$ cat config.mk
export PLATFORM = sky130hd
export DESIGN_NAME = mcpi_core
export DESIGN_NICKNAME = d
export VERILOG_FILES = /design/src/core/mcpi_pkg.sv /design/src/core/mcpi_core.sv
export SDC_FILE = /design/constraint.sdc
export NUM_CORES = 1
export LEC_CHECK = 0
export BUFFER_PORTS_ARGS = -buffer_cell sky130_fd_sc_hd__buf_2
export CORE_MARGIN = 2
export CORE_UTILIZATION = 55
export DETAILED_ROUTE_END_ITERATION = 7
export MAX_ROUTING_LAYER = met4
export PLACE_DENSITY = 0.78
export SYNTH_ARGS = -nofsm -noshare
export SYNTH_HDL_FRONTEND = slang
export SYNTH_SLANG_ARGS = --single-unit
export TNS_END_PERCENT = 100
$ cat constraint.sdc
create_clock -name clk -period 6.9 [get_ports clk]
set_input_delay 1.725 -clock clk [delete_from_list [all_inputs] [get_ports clk]]
set_output_delay 1.725 -clock clk [all_outputs]
set_load 0.05 [all_outputs]
$ cat src/core/mcpi_pkg.sv
package mcpi_pkg;
	// Clock rate and timing figures.
	localparam int CLK_MHZ = 10;
	localparam int T_CNTL_US = 100;
	localparam int T_LPEXIT_S = 60;
	localparam int T_TXON_MS = 5;
	localparam int T_INIT_MS = 2500;
	// Filter window is half the control pulse width, so the transmit shutdown stays fast.
	localparam logic [9:0] FILT_CYC = 10'(T_CNTL_US * CLK_MHZ / 2);
	localparam int LPEXIT_CYC = T_LPEXIT_S * CLK_MHZ * 1000000;
	localparam int TXON_CYC = T_TXON_MS * CLK_MHZ * 1000;
	localparam int INIT_CYC = T_INIT_MS * CLK_MHZ * 1000;
	localparam logic [31:0] INIT_WAIT = 32'(2 * FILT_CYC);
	// Filtered pin indices.
	localparam int P_LP = 0;
	localparam int P_TXOFF = 1;
	localparam int P_C1 = 2;
	localparam int P_C2 = 3;
	localparam int P_C3 = 4;
	localparam logic [4:0] FILT_RST = 5'h1F;
	// Register addresses and bit positions.
	localparam logic [15:0] A_PCLASS = 16'h8001;
	localparam logic [15:0] A_LPEXIT = 16'h8072;
	localparam logic [15:0] A_TXON = 16'h8073;
	localparam logic [15:0] A_EXACT = 16'h807E;
	localparam logic [15:0] A_FSEL1 = 16'hA005;
	localparam logic [15:0] A_FSEL2 = 16'hA006;
	localparam logic [15:0] A_FSEL3 = 16'hA007;
	localparam logic [15:0] A_CTRL = 16'hA010;
	localparam logic [15:0] A_LOSLAT = 16'hA018;
	localparam logic [15:0] A_GSTAT = 16'hA01D;
	localparam int B_SRST = 10;
	localparam int B_SLP = 8;
	localparam int B_PIN1 = 1;
	localparam int B_IL = 13;
	localparam logic [15:0] FSEL_DEF = 16'h0000;
	localparam logic [5:0] PRE_LEN = 6'h20;
	// Management frame opcodes.
	localparam logic [1:0] OP_ADDR = 2'h0;
	localparam logic [1:0] OP_WR = 2'h1;
	localparam logic [1:0] OP_RINC = 2'h2;
	localparam logic [1:0] OP_RD = 2'h3;
	typedef enum logic [2:0] {
		ST_INIT = 3'h1, ST_LOWPWR = 3'h2, ST_HPUP = 3'h3, ST_READY = 3'h4
	} mcpi_mst_t;
	typedef enum logic [1:0] {
		MI_IDLE = 2'h0, MI_HDR = 2'h1, MI_TA = 2'h2, MI_DATA = 2'h3
	} mcpi_mi_t;
	typedef struct packed {
		mcpi_mst_t       mst;
		logic [31:0]     cnt;
		logic [31:0]     txcnt;
		logic [1:0]      il_code;
		logic            il_stat;
		logic [4:0]      filt;
		logic [4:0][9:0] fcnt;
		logic            lp_soft;
		logic            rst_soft;
		logic [15:0]     fsel1;
		logic [15:0]     fsel2;
		logic [15:0]     fsel3;
		logic [3:0]      loslat;
		logic            xrst_n;
		logic [3:0]      tx_en;
		logic            los_pin;
		logic            galrm_n;
		logic            hipwr;
		mcpi_mi_t        mi;
		logic            mdc_q;
		logic [5:0]      bcnt;
		logic [15:0]     sr;
		logic [1:0]      op;
		logic            hit;
		logic [15:0]     addr;
		logic            mdio_o;
		logic            mdio_oe_n;
	} mcpi_state_t;
endpackage : mcpi_pkg

$ cat src/core/mcpi_core.sv
`timescale 1ns/1ps
// Overview of operation
// - Enter low power within 1 ms; exit within 60 s, bound readable.
// - Signal-lost output asserts within 100 us of optical loss.
// - Signal-lost output deasserts within 100 us of optical return.
// - Global alarm is the OR of alarm bits, following within 150 ms.
// - Initialization completes within 2.5 s after reset release.
// - Transmit-off pin shuts all transmitter lanes within 100 us.
// - Transmitter turns on within 5 ms of transmit-off release, bound readable.
// - Management bus serves nonvolatile and volatile register pages.
// - IC reset released only when control-1 pin high (or fsel1 not default) and soft reset clear.
// - Control-1 pin level is mirrored into the module control register.
// - Interlock pins encode host cooling class, high bit first.
// - Interlock status is 0 for code 11 or fitting power, else 1.
// - Interlock pins sampled exactly once during initialization and stored.
// - On low-power release, stored code is compared with designed class.
// - Interlock status 1 keeps low power; 0 allows high-power start-up.
// - After init, control-1 pin meaning follows its function-select register; fsel2 and fsel3 are only stored.
// - Loss of signal is detected separately per optical lane.
// - Transmit-off high disables all lanes; low enables them only in the ready state.
// - Low-power pin high keeps low power; low allows power-on.
// - Signal-lost output high for low optical input, low otherwise.
// - Active-low global alarm is low whenever an alarm bit is set.
module mcpi_core import mcpi_pkg::*; #(
	parameter int          HIPWR_WAIT = LPEXIT_CYC - int'(FILT_CYC) - 8,
	parameter int          TXON_WAIT  = TXON_CYC - int'(FILT_CYC) - 8,
	parameter logic [4:0]  DEVAD      = 5'h01,
	parameter logic [1:0]  MOD_CLASS  = 2'h2,
	parameter logic [15:0] EXACT_PWR  = 16'h005A
) (
	// Clock and reset.
	input  wire logic       clk,
	input  wire logic       resetn,
	// Control pins from the host.
	input  wire logic       low_power_request,
	input  wire logic       transmit_off,
	input  wire logic       prog_control_one,
	input  wire logic       prog_control_two,
	input  wire logic       prog_control_three,
	// Per-lane optical signal detectors.
	input  wire logic [3:0] optical_low,
	// Management interface.
	input  wire logic       mdc,
	input  wire logic       mdio_in,
	output logic            mdio_out,
	output logic            mdio_oe_n,
	input  wire logic [2:0] port_addr,
	// Status and control outputs.
	output logic            rx_signal_lost,
	output logic            global_alarm_n,
	output logic            transceiver_ic_reset_n,
	output logic [3:0]      tx_lane_enable,
	output logic            high_power_on
);
	mcpi_state_t q;
	mcpi_state_t d;
	logic [1:0]  rs_q;
	logic        rst_n;
	logic [4:0]  raw;
	logic        lp_req;
	logic        pin1_eff;
	logic        rise;
	logic [15:0] nsr;
	logic [3:0]  clr;
	logic        il_new;

	// Reset release goes through two flip-flops.
	always_ff @(posedge clk or negedge resetn) begin
		if (!resetn) begin
			rs_q <= 2'h0;
		end else begin
			rs_q <= {rs_q[0], 1'b1};
		end
	end
	assign rst_n = rs_q[1];

	// Read multiplexer over both register pages.
	function automatic logic [15:0] rd(input mcpi_state_t s, input logic [15:0] a);
		logic [15:0] v;
		v = 16'h0000;
		case (a)
			A_PCLASS: v[7:6] = MOD_CLASS;
			A_LPEXIT: v = 16'(T_LPEXIT_S);
			A_TXON:   v = 16'(T_TXON_MS);
			A_EXACT:  v = EXACT_PWR;
			A_FSEL1:  v = s.fsel1;
			A_FSEL2:  v = s.fsel2;
			A_FSEL3:  v = s.fsel3;
			A_CTRL: begin
				v[B_SRST] = s.rst_soft;
				v[B_SLP] = s.lp_soft;
				v[B_PIN1] = s.filt[P_C1];
			end
			A_LOSLAT: v[3:0] = s.loslat;
			A_GSTAT: begin
				v[B_IL] = s.il_stat;
				v[2:0] = s.mst;
			end
			default:  v = 16'h0000;
		endcase
		return v;
	endfunction : rd

	// Raw pins in filter order, plus the request, pin-1 and clock-edge terms built from state.
	assign raw = {prog_control_three, prog_control_two, prog_control_one, transmit_off, low_power_request};
	assign lp_req = q.filt[P_LP] | q.lp_soft;
	assign pin1_eff = (q.fsel1 == FSEL_DEF) ? q.filt[P_C1] : 1'b1;
	assign rise = mdc & ~q.mdc_q;
	assign nsr = {q.sr[14:0], mdio_in};
	assign il_new = (q.il_code != 2'h3) && (MOD_CLASS > q.il_code);

	// Next-state logic for the whole block.
	always_comb begin
		d = q;
		clr = 4'h0;
		// Pin filters accept a level only after it has stood a full window.
		for (int i = 0; i < 5; i++) begin
			if (raw[i] == q.filt[i]) begin
				d.fcnt[i] = 10'h000;
			end else if (q.fcnt[i] == FILT_CYC - 10'h001) begin
				d.filt[i] = raw[i];
				d.fcnt[i] = 10'h000;
			end else begin
				d.fcnt[i] = q.fcnt[i] + 10'h001;
			end
		end
		// Power sequence.
		d.cnt = q.cnt + 32'h1;
		case (q.mst)
			ST_INIT: begin
				if (q.cnt >= INIT_WAIT) begin
					d.il_code = {q.filt[P_C3], q.filt[P_C2]};
					d.mst = ST_LOWPWR;
					d.cnt = 32'h0;
				end
			end
			ST_LOWPWR: begin
				d.cnt = 32'h0;
				if (!lp_req) begin
					d.il_stat = il_new;
					if (!il_new) begin
						d.mst = ST_HPUP;
					end
				end
			end
			// High-power start-up runs its wait unless a low-power request comes back.
			ST_HPUP: begin
				if (lp_req) begin
					d.mst = ST_LOWPWR;
				end else if (q.cnt >= 32'(HIPWR_WAIT)) begin
					d.mst = ST_READY;
				end
			end
			ST_READY: begin
				if (lp_req) begin
					d.mst = ST_LOWPWR;
				end
			end
			default: d.mst = ST_INIT;
		endcase
		d.hipwr = (d.mst == ST_READY);
		// Transceiver IC reset from pin, soft bit and sequence state.
		d.xrst_n = (q.mst != ST_INIT) && pin1_eff && !q.rst_soft;
		// Transmitter lanes: off at once, on after the turn-on delay.
		if (q.filt[P_TXOFF] || q.mst != ST_READY) begin
			d.tx_en = 4'h0;
			d.txcnt = 32'h0;
		end else if (q.txcnt >= 32'(TXON_WAIT)) begin
			d.tx_en = 4'hF;
		end else begin
			d.txcnt = q.txcnt + 32'h1;
		end
		// Management serial slave, sampled on rising clock edges.
		d.mdc_q = mdc;
		if (rise) begin
			case (q.mi)
				// Preamble: a run of 32 ones arms the header on the next zero.
				MI_IDLE: begin
					if (mdio_in) begin
						d.bcnt = (q.bcnt == PRE_LEN) ? q.bcnt : q.bcnt + 6'h01;
					end else if (q.bcnt == PRE_LEN) begin
						d.mi = MI_HDR;
						d.sr = 16'h0000;
						d.bcnt = 6'h01;
					end else begin
						d.bcnt = 6'h00;
					end
				end
				// Header: start bits, opcode and both addresses, MSB first.
				MI_HDR: begin
					d.sr = nsr;
					d.bcnt = q.bcnt + 6'h01;
					if (q.bcnt == 6'h0D) begin
						d.op = nsr[11:10];
						d.hit = (nsr[13:12] == 2'h0) && (nsr[9:5] == {2'h0, port_addr}) && (nsr[4:0] == DEVAD);
						d.mi = MI_TA;
						d.bcnt = 6'h00;
					end
				end
				// Turnaround: a read loads the word and starts to drive the line.
				MI_TA: begin
					d.bcnt = q.bcnt + 6'h01;
					if (q.hit && q.op[1]) begin
						if (q.bcnt == 6'h00) begin
							d.mdio_oe_n = 1'b0;
							d.mdio_o = 1'b0;
							d.sr = rd(q, q.addr);
						end else begin
							d.mdio_o = q.sr[15];
							d.sr = {q.sr[14:0], 1'b0};
						end
					end
					if (q.bcnt == 6'h01) begin
						d.mi = MI_DATA;
						d.bcnt = 6'h00;
					end
				end
				// Data: shift out on reads, shift in on writes and address frames.
				MI_DATA: begin
					d.bcnt = q.bcnt + 6'h01;
					if (q.hit && q.op[1]) begin
						d.mdio_o = q.sr[15];
						d.sr = {q.sr[14:0], 1'b0};
					end else begin
						d.sr = nsr;
					end
					if (q.bcnt == 6'h0F) begin
						d.mi = MI_IDLE;
						d.bcnt = 6'h00;
						d.mdio_oe_n = 1'b1;
						d.mdio_o = 1'b0;
						// Only frames addressed to this port touch the registers.
						if (q.hit) begin
							case (q.op)
								OP_ADDR: d.addr = nsr;
								OP_RINC: d.addr = q.addr + 16'h0001;
								OP_WR: begin
									case (q.addr)
										A_FSEL1: d.fsel1 = nsr;
										A_FSEL2: d.fsel2 = nsr;
										A_FSEL3: d.fsel3 = nsr;
										A_CTRL: begin
											d.rst_soft = nsr[B_SRST];
											d.lp_soft = nsr[B_SLP];
										end
										A_LOSLAT: clr = nsr[3:0];
										default: d.addr = q.addr;
									endcase
								end
								default: d.addr = q.addr;
							endcase
						end
					end
				end
				default: d.mi = MI_IDLE;
			endcase
		end
		// Per-lane loss latches; a new loss beats a clear in the same cycle.
		d.loslat = (q.loslat & ~clr) | optical_low;
		d.los_pin = |optical_low;
		d.galrm_n = ~(|q.loslat);
	end

	// State register.
	always_ff @(posedge clk or negedge rst_n) begin
		if (!rst_n) begin
			q <= '0;
			q.mst <= ST_INIT;
			q.filt <= FILT_RST;
			q.fsel1 <= FSEL_DEF;
			q.fsel2 <= FSEL_DEF;
			q.fsel3 <= FSEL_DEF;
			q.galrm_n <= 1'b1;
			q.mdio_oe_n <= 1'b1;
		end else begin
			q <= d;
		end
	end

	// Every output comes straight from a state flip-flop.
	assign mdio_out = q.mdio_o;
	assign mdio_oe_n = q.mdio_oe_n;
	assign rx_signal_lost = q.los_pin;
	assign global_alarm_n = q.galrm_n;
	assign transceiver_ic_reset_n = q.xrst_n;
	assign tx_lane_enable = q.tx_en;
	assign high_power_on = q.hipwr;

	// Checks on the sequencing and pin behaviour.
	a_tx_off_lanes: assert property (@(posedge clk) disable iff (!rst_n)
		q.filt[P_TXOFF] |=> (tx_lane_enable == 4'h0)) else $error("lanes on while transmit off");
	a_txon_delay: assert property (@(posedge clk) disable iff (!rst_n)
		$rose(tx_lane_enable[0]) |-> (q.txcnt >= 32'(TXON_WAIT))) else $error("transmitter on too early");
	a_pin_reset: assert property (@(posedge clk) disable iff (!rst_n)
		(!q.filt[P_C1] && q.fsel1 == FSEL_DEF) || q.rst_soft |=> !transceiver_ic_reset_n)
		else $error("ic reset not held");
	a_los_follow: assert property (@(posedge clk) disable iff (!rst_n)
		(|optical_low) |=> rx_signal_lost ##0 q.loslat != 4'h0) else $error("signal lost not raised");
	a_los_clear: assert property (@(posedge clk) disable iff (!rst_n)
		!(|optical_low) |=> !rx_signal_lost) else $error("signal lost not released");
	a_alarm_or: assert property (@(posedge clk) disable iff (!rst_n)
		(|q.loslat) |=> !global_alarm_n) else $error("alarm output not low");
	a_il_sample: assert property (@(posedge clk) disable iff (!rst_n)
		$changed(q.il_code) |-> $past(q.mst) == ST_INIT && q.mst == ST_LOWPWR)
		else $error("interlock code resampled");
	a_il_code11: assert property (@(posedge clk) disable iff (!rst_n)
		q.mst == ST_LOWPWR && !lp_req && q.il_code == 2'h3 |=> !q.il_stat && q.mst == ST_HPUP)
		else $error("interlock wrong for top class");
	a_lp_hold: assert property (@(posedge clk) disable iff (!rst_n)
		q.mst == ST_LOWPWR && lp_req |=> q.mst == ST_LOWPWR) else $error("left low power");
	a_lp_entry: assert property (@(posedge clk) disable iff (!rst_n)
		(q.mst == ST_HPUP || q.mst == ST_READY) && lp_req |=> q.mst == ST_LOWPWR ##1 !high_power_on)
		else $error("low power not entered");
	a_il_block: assert property (@(posedge clk) disable iff (!rst_n)
		q.mst == ST_LOWPWR && !lp_req && il_new |=> q.mst == ST_LOWPWR ##0 q.il_stat)
		else $error("start-up despite interlock");

	// Checks on the management slave, the lanes, the IC reset, the global alarm and the interlock record.
	a_mdio_quiet: assert property (@(posedge clk) disable iff (!rst_n)
		(q.mi == MI_IDLE || q.mi == MI_HDR) |-> mdio_oe_n)
		else $error("management line driven outside a read");
	a_lanes_ready: assert property (@(posedge clk) disable iff (!rst_n)
		tx_lane_enable != 4'h0 |-> tx_lane_enable == 4'hF && $past(!q.filt[P_TXOFF] && q.mst == ST_READY))
		else $error("lanes on outside ready");
	a_init_reset: assert property (@(posedge clk) disable iff (!rst_n)
		q.mst == ST_INIT |=> !transceiver_ic_reset_n)
		else $error("ic reset released during initialization");
	a_ic_release: assert property (@(posedge clk) disable iff (!rst_n)
		transceiver_ic_reset_n |-> $past(pin1_eff && !q.rst_soft && q.mst != ST_INIT))
		else $error("ic reset released without pin and soft bit");
	a_alarm_clear: assert property (@(posedge clk) disable iff (!rst_n)
		!(|q.loslat) |=> global_alarm_n)
		else $error("alarm output low without alarm");
	a_ready_clear: assert property (@(posedge clk) disable iff (!rst_n)
		high_power_on |-> !q.il_stat)
		else $error("high power with interlock set");
	a_class_sample: assert property (@(posedge clk) disable iff (!rst_n)
		$past(q.mst) == ST_INIT && q.mst == ST_LOWPWR |-> q.il_code == $past({q.filt[P_C3], q.filt[P_C2]}))
		else $error("interlock code not taken from the pins");
endmodule : mcpi_core

Yosys cells after proc, flatten, opt, wreduce, memory -nomap -nowiden --
Index checks and enable logic that the tools add are counted.
Word-level totals: bits in registers 235, bits in latches 0, bits in writable memories 0, memory bits (read-only) 0, bits of input ports 16, output and inout bits 10, logic and storage cells 215, memories 0
Operators by class: add/sub/neg operators 9, multiply operators 0, divide/modulo/power cells 0, order comparisons 4, equal/unequal tests 49, shift operators 0, multiplexer cells 66, bitwise gates (word level) 13, reductions and logical operators 38
Operator list (number):
- equality test 16 bit (second input constant) | 10
- 2-to-1 mux 10 bit | 10
- case mux 22 bit (4 select lines) | 1
- adder 32 x 1 -> 32 bit (second input constant) | 2
- 2-to-1 mux 16 bit | 4
- 2-to-1 mux 32 bit | 2
- case mux 32 bit (2 select lines) | 1
- adder 10 x 1 -> 10 bit (second input constant) | 5
- equality test 10 x 9 -> 1 bit (second input constant) | 5
- 2-to-1 mux 35 bit | 1
- greater-or-equal comparator 32 x 10 -> 1 bit (second input constant) | 1
- greater-or-equal comparator 32 x 16 -> 1 bit (second input constant) | 1
- greater-or-equal comparator 32 x 30 -> 1 bit (second input constant) | 1
- 2-to-1 mux 4 bit | 8
- case mux 16 bit (2 select lines) | 1
- 2-to-1 mux 6 bit | 5
- AND reduction 6 bit | 5
- case mux 2 bit (5 select lines) | 2
- inequality test 2 bit (second input constant) | 9
- adder 16 x 1 -> 16 bit (second input constant) | 1
- logical NOT 16 bit | 1
- AND reduction 2 bit | 8
- 2-to-1 mux 3 bit | 5
- 2-to-1 mux 2 bit | 7
- 42 further kinds | 83

Logic depth before layout (Yosys ltp) --
depth in word-level cells 10, gate-level depth with buffers 9, gate-level depth less buffers 8

Worst setup path before layout --
No wires, ideal clock.
path type input port to flip-flop, start point input port mdc, end point register q[100] in the netlist's numbering, library setup time 0.125 ns, arrival time 3.115 ns, required time 6.775 ns, path slack 3.660 ns, stages 7, cell sequence nand2b_1 clkbuf_1 or4_4 inv_2 nand3_4 buf_6 mux2_4
On the way: longest elaborated chain between the ends 2
RTL lines:
- start, declared | line mcpi_core.sv:43 | input wire logic mdc,
- AND 1 bit | line mcpi_core.sv:108 | assign rise = mdc & ~q.mdc_q;
- AND reduction 6 bit (no source line)
- end, declared | line mcpi_core.sv:55 | mcpi_state_t q;
Every way passes these cells. A chain may end at the register's enable or synchronous reset.

Worst setup path after layout --
start point input port mdc, end point register q, in the netlist nsr[2]
On the way: longest elaborated chain between the ends 2
RTL lines (line):
- AND 1 bit | mcpi_core.sv:108
- AND reduction 4 bit (no source line)
Every way passes these cells.

==> results.ini <==
[run_status]
status = finished, final reports clean

[grt]
track_usage = 0.229
antenna_found_initial = 0
grt_pass1_wl_um = 39200
grt_start_max_net_pins = 195
overflow = 0
grt_pass1_vias = 7774

[sta]
finalClockSkew_ns = 0.0100
drv_slew = 0
worst_slack_ns = 3.52
setup_viol_count_final = 0
fin_crit_sh = 0.490
hold_viol_final = 0
finalSetupTns_ns = 0
fmax_mhz = 296
tightest_slew_ns = 1.25
fin_crit_ns = 3.38
hold_slack_ns = 0.238
relSlewSlack = 0.162
rsz0062_at_grt = no

[placement]
port_buffers = 24
place_area_um2 = 11200
post-place-ws_ns = 3.11
place_hpwl_um = 14800
gp_congestion = 0.897

[cts]
htreeDepth = 1
worstSkewPairLatency_ns = 0.52
cts_resized = 0
cts-buffers-inserted = 24
cts_tree = yes
clock-sinks = 220
clkTransAtPathRegs_ns = 0.06
cts-root-buf = clkbuf_16
clk_path_buf_depth = 3
postCtsSetupRepairBufs = 0
cts_hold_buf = 0

[cells_and_area]
area_delta_synth_final_pct = 9.66
n_antenna_cell = 0
final_area_um2 = 12000
drive_gt1_frac = 0.144
fillCellCount = 1565
nets = 1108

[pwr]
clock_power_share = 0.411
ir_drop_uv = 203
cellLeakagePower_nw = 5.27
power_frac_comb = 0.103
p_int_w = 0.00222
pwr-share-seq = 0.486
swShare = 0.270
power_density_nw_per_um2 = 254
p_switching_w = 0.000820

[synthesis]
yosysWarnings = 0
netlist.top_cell.by_area = dfrtp_1
synth-seq-cells = 220
postSynthAreaPerCell_um2 = 10.3
ys_seq_area_frac = 0.505
synth-edff-count = 0
synth.area.top_cells = dfrtp_1 49%, mux2_2 4.9%, xor2_1 4.7%
yosysUniqueCellTypes = 63
synthFlopType = dfrtp_1
async_reset_ff_frac = 1.00
synth_top_area_frac = 0.488
netlist_area_um2 = 10900
yosysMostFrequentCell = dfrtp_1
syn_inst = 1065
ys_top_cells_by_count = 213 x dfrtp_1, 116 x nor2_1, 81 x nand2_1
syn-num-nets = 1100

[setup_path]
worstPathArrival_ns = 3.79
crit_required_ns = 7.31
cp_max_fo = 15
end_kind = register
critical_path_class = in2reg
startpoint_type = input port

[floorplanning]
core_um2 = 19500
ios = 26
placementRows = 51
die_h_um = 145
start_util = 0.562
die_w_um = 145
dieArea_um2 = 21000

[route]
vias_per_cell = 5.98
drt_pass1_iterations = 5
postRouteWirelength_um = 23200
vias = 8110
drc = 0
drt_iter0_drc = 749
wl_per_cell_um = 17.1
drtAntennaViolNets = 0

[hold_path]
hold_class = reg2async

[run]
maxCapViolations = 0

worst paths after layout:
check                                        from                 end  slack (ns)  cells past startpoint
min in group clk                rs_q[0]$_DFF_PN0_   rs_q[1]$_DFF_PN0_        0.35                      0
worst max-delay path                          mdc  nsr[2]$_DFFE_PN0P_        3.52                      6
worst min-delay path            rs_q[1]$_DFF_PN0_    q[201]$_DFF_PN0_        0.24                      0
worst min register to register  rs_q[1]$_DFF_PN0_    q[201]$_DFF_PN0_        0.24                      0
worst max register to register  q[12]$_DFFE_PN0P_   q[71]$_DFFE_PN0P_        3.92                      5
max in group asynchronous       rs_q[1]$_DFF_PN0_   q[44]$_DFFE_PN0P_        5.36                      1
power by group through the flow:
stage               Sequential (W)  Clock [W]  Combinational (W)
floorplan                  0.00146          0           0.000248
global placement           0.00149          0           0.000301
detailed placement         0.00149          0           0.000309
CTS                        0.00147    0.00127           0.000314
global route               0.00149    0.00134           0.000359
finish                     0.00148    0.00125           0.000312
sequential cells by signal, summed over array words and instances, names as in the netlist:
register and count:
rs_q 2, mdio_oe_n 1, nsr 15, mdio_out 1, tx_lane_enable 1, global_alarm_n 1, rx_signal_lost 1, transceiver_ic_reset_n 1
high_power_on 1, q 196
stage by stage:
step	util	total power, W	instances
finish	0.616	0.00304	1356
global route	0.616	0.00318	1356
CTS	0.616	0.00306	1356
detailed placement	0.576	0.00180	1312
global placement	0.576	0.00179	1312
floorplan	-	0.00171	1065
worst max-delay path, cell delays in order:
cell and delay, ns:
buf_2 0.09, nor2b_1 0.42, nand2_1 0.22, a211oi_2 1.01, a22oi_1 0.17, o21ai_0 0.15
metal layers:
| layer | up-vias | share of wire | GRT usage |
|---|---|---|---|
| met5 | - | 0 | - |
| met4 | 0 | 0.027 | 0.0663 |
| met3 | 51 | 0.056 | 0.0368 |
| met2 | 243 | 0.46 | 0.348 |
| met1 | 3999 | 0.46 | 0.320 |
| li1 | 3817 | - | - |
kinds of logic after synthesis:
| family | after synthesis | share of synthesized area |
|---|---|---|
| AOI/OAI and AO/OA | 183 | 0.107 |
| adders and majority gates | 19 | 0.0218 |
| buffers and inverters | 64 | 0.0279 |
| other | 1 | 0.000343 |
| DFF | 220 | 0.505 |
| muxes | 61 | 0.0659 |
| xor gates and xnor gates | 80 | 0.0641 |
| and+or+nand+nor | 437 | 0.208 |
cell usage in the layout (no fill, tap or decap), types with 24 or more instances in the layout:
| cell | n |
|---|---|
| a21oi_1 | 54 |
| and2_1 | 30 |
| buf_2 | 24 |
| clkbuf_16 | 25 |
| dfrtp_1 | 212 |
| mux2_2 | 48 |
| nand2_1 | 81 |
| nand3_1 | 48 |
| nand4_1 | 27 |
| nor2_1 | 116 |
| o21ai_0 | 47 |
| xor2_1 | 59 |
area by class of cell:
type / instances / area, um2 / share of cell area
Tap cell: 265 / 332 / 0.0277
Clock inverter: 7 / 37.5 / 0.00313
Timing Repair Buffer: 28 / 163 / 0.0136
Sequential cell: 220 / 5520 / 0.460
Inverter: 18 / 67.6 / 0.00564
Clock buffer: 37 / 741 / 0.0618
Multi-Input combinational cell: 781 / 5130 / 0.428
No activity file was read; power rests on OpenSTA's default activity.
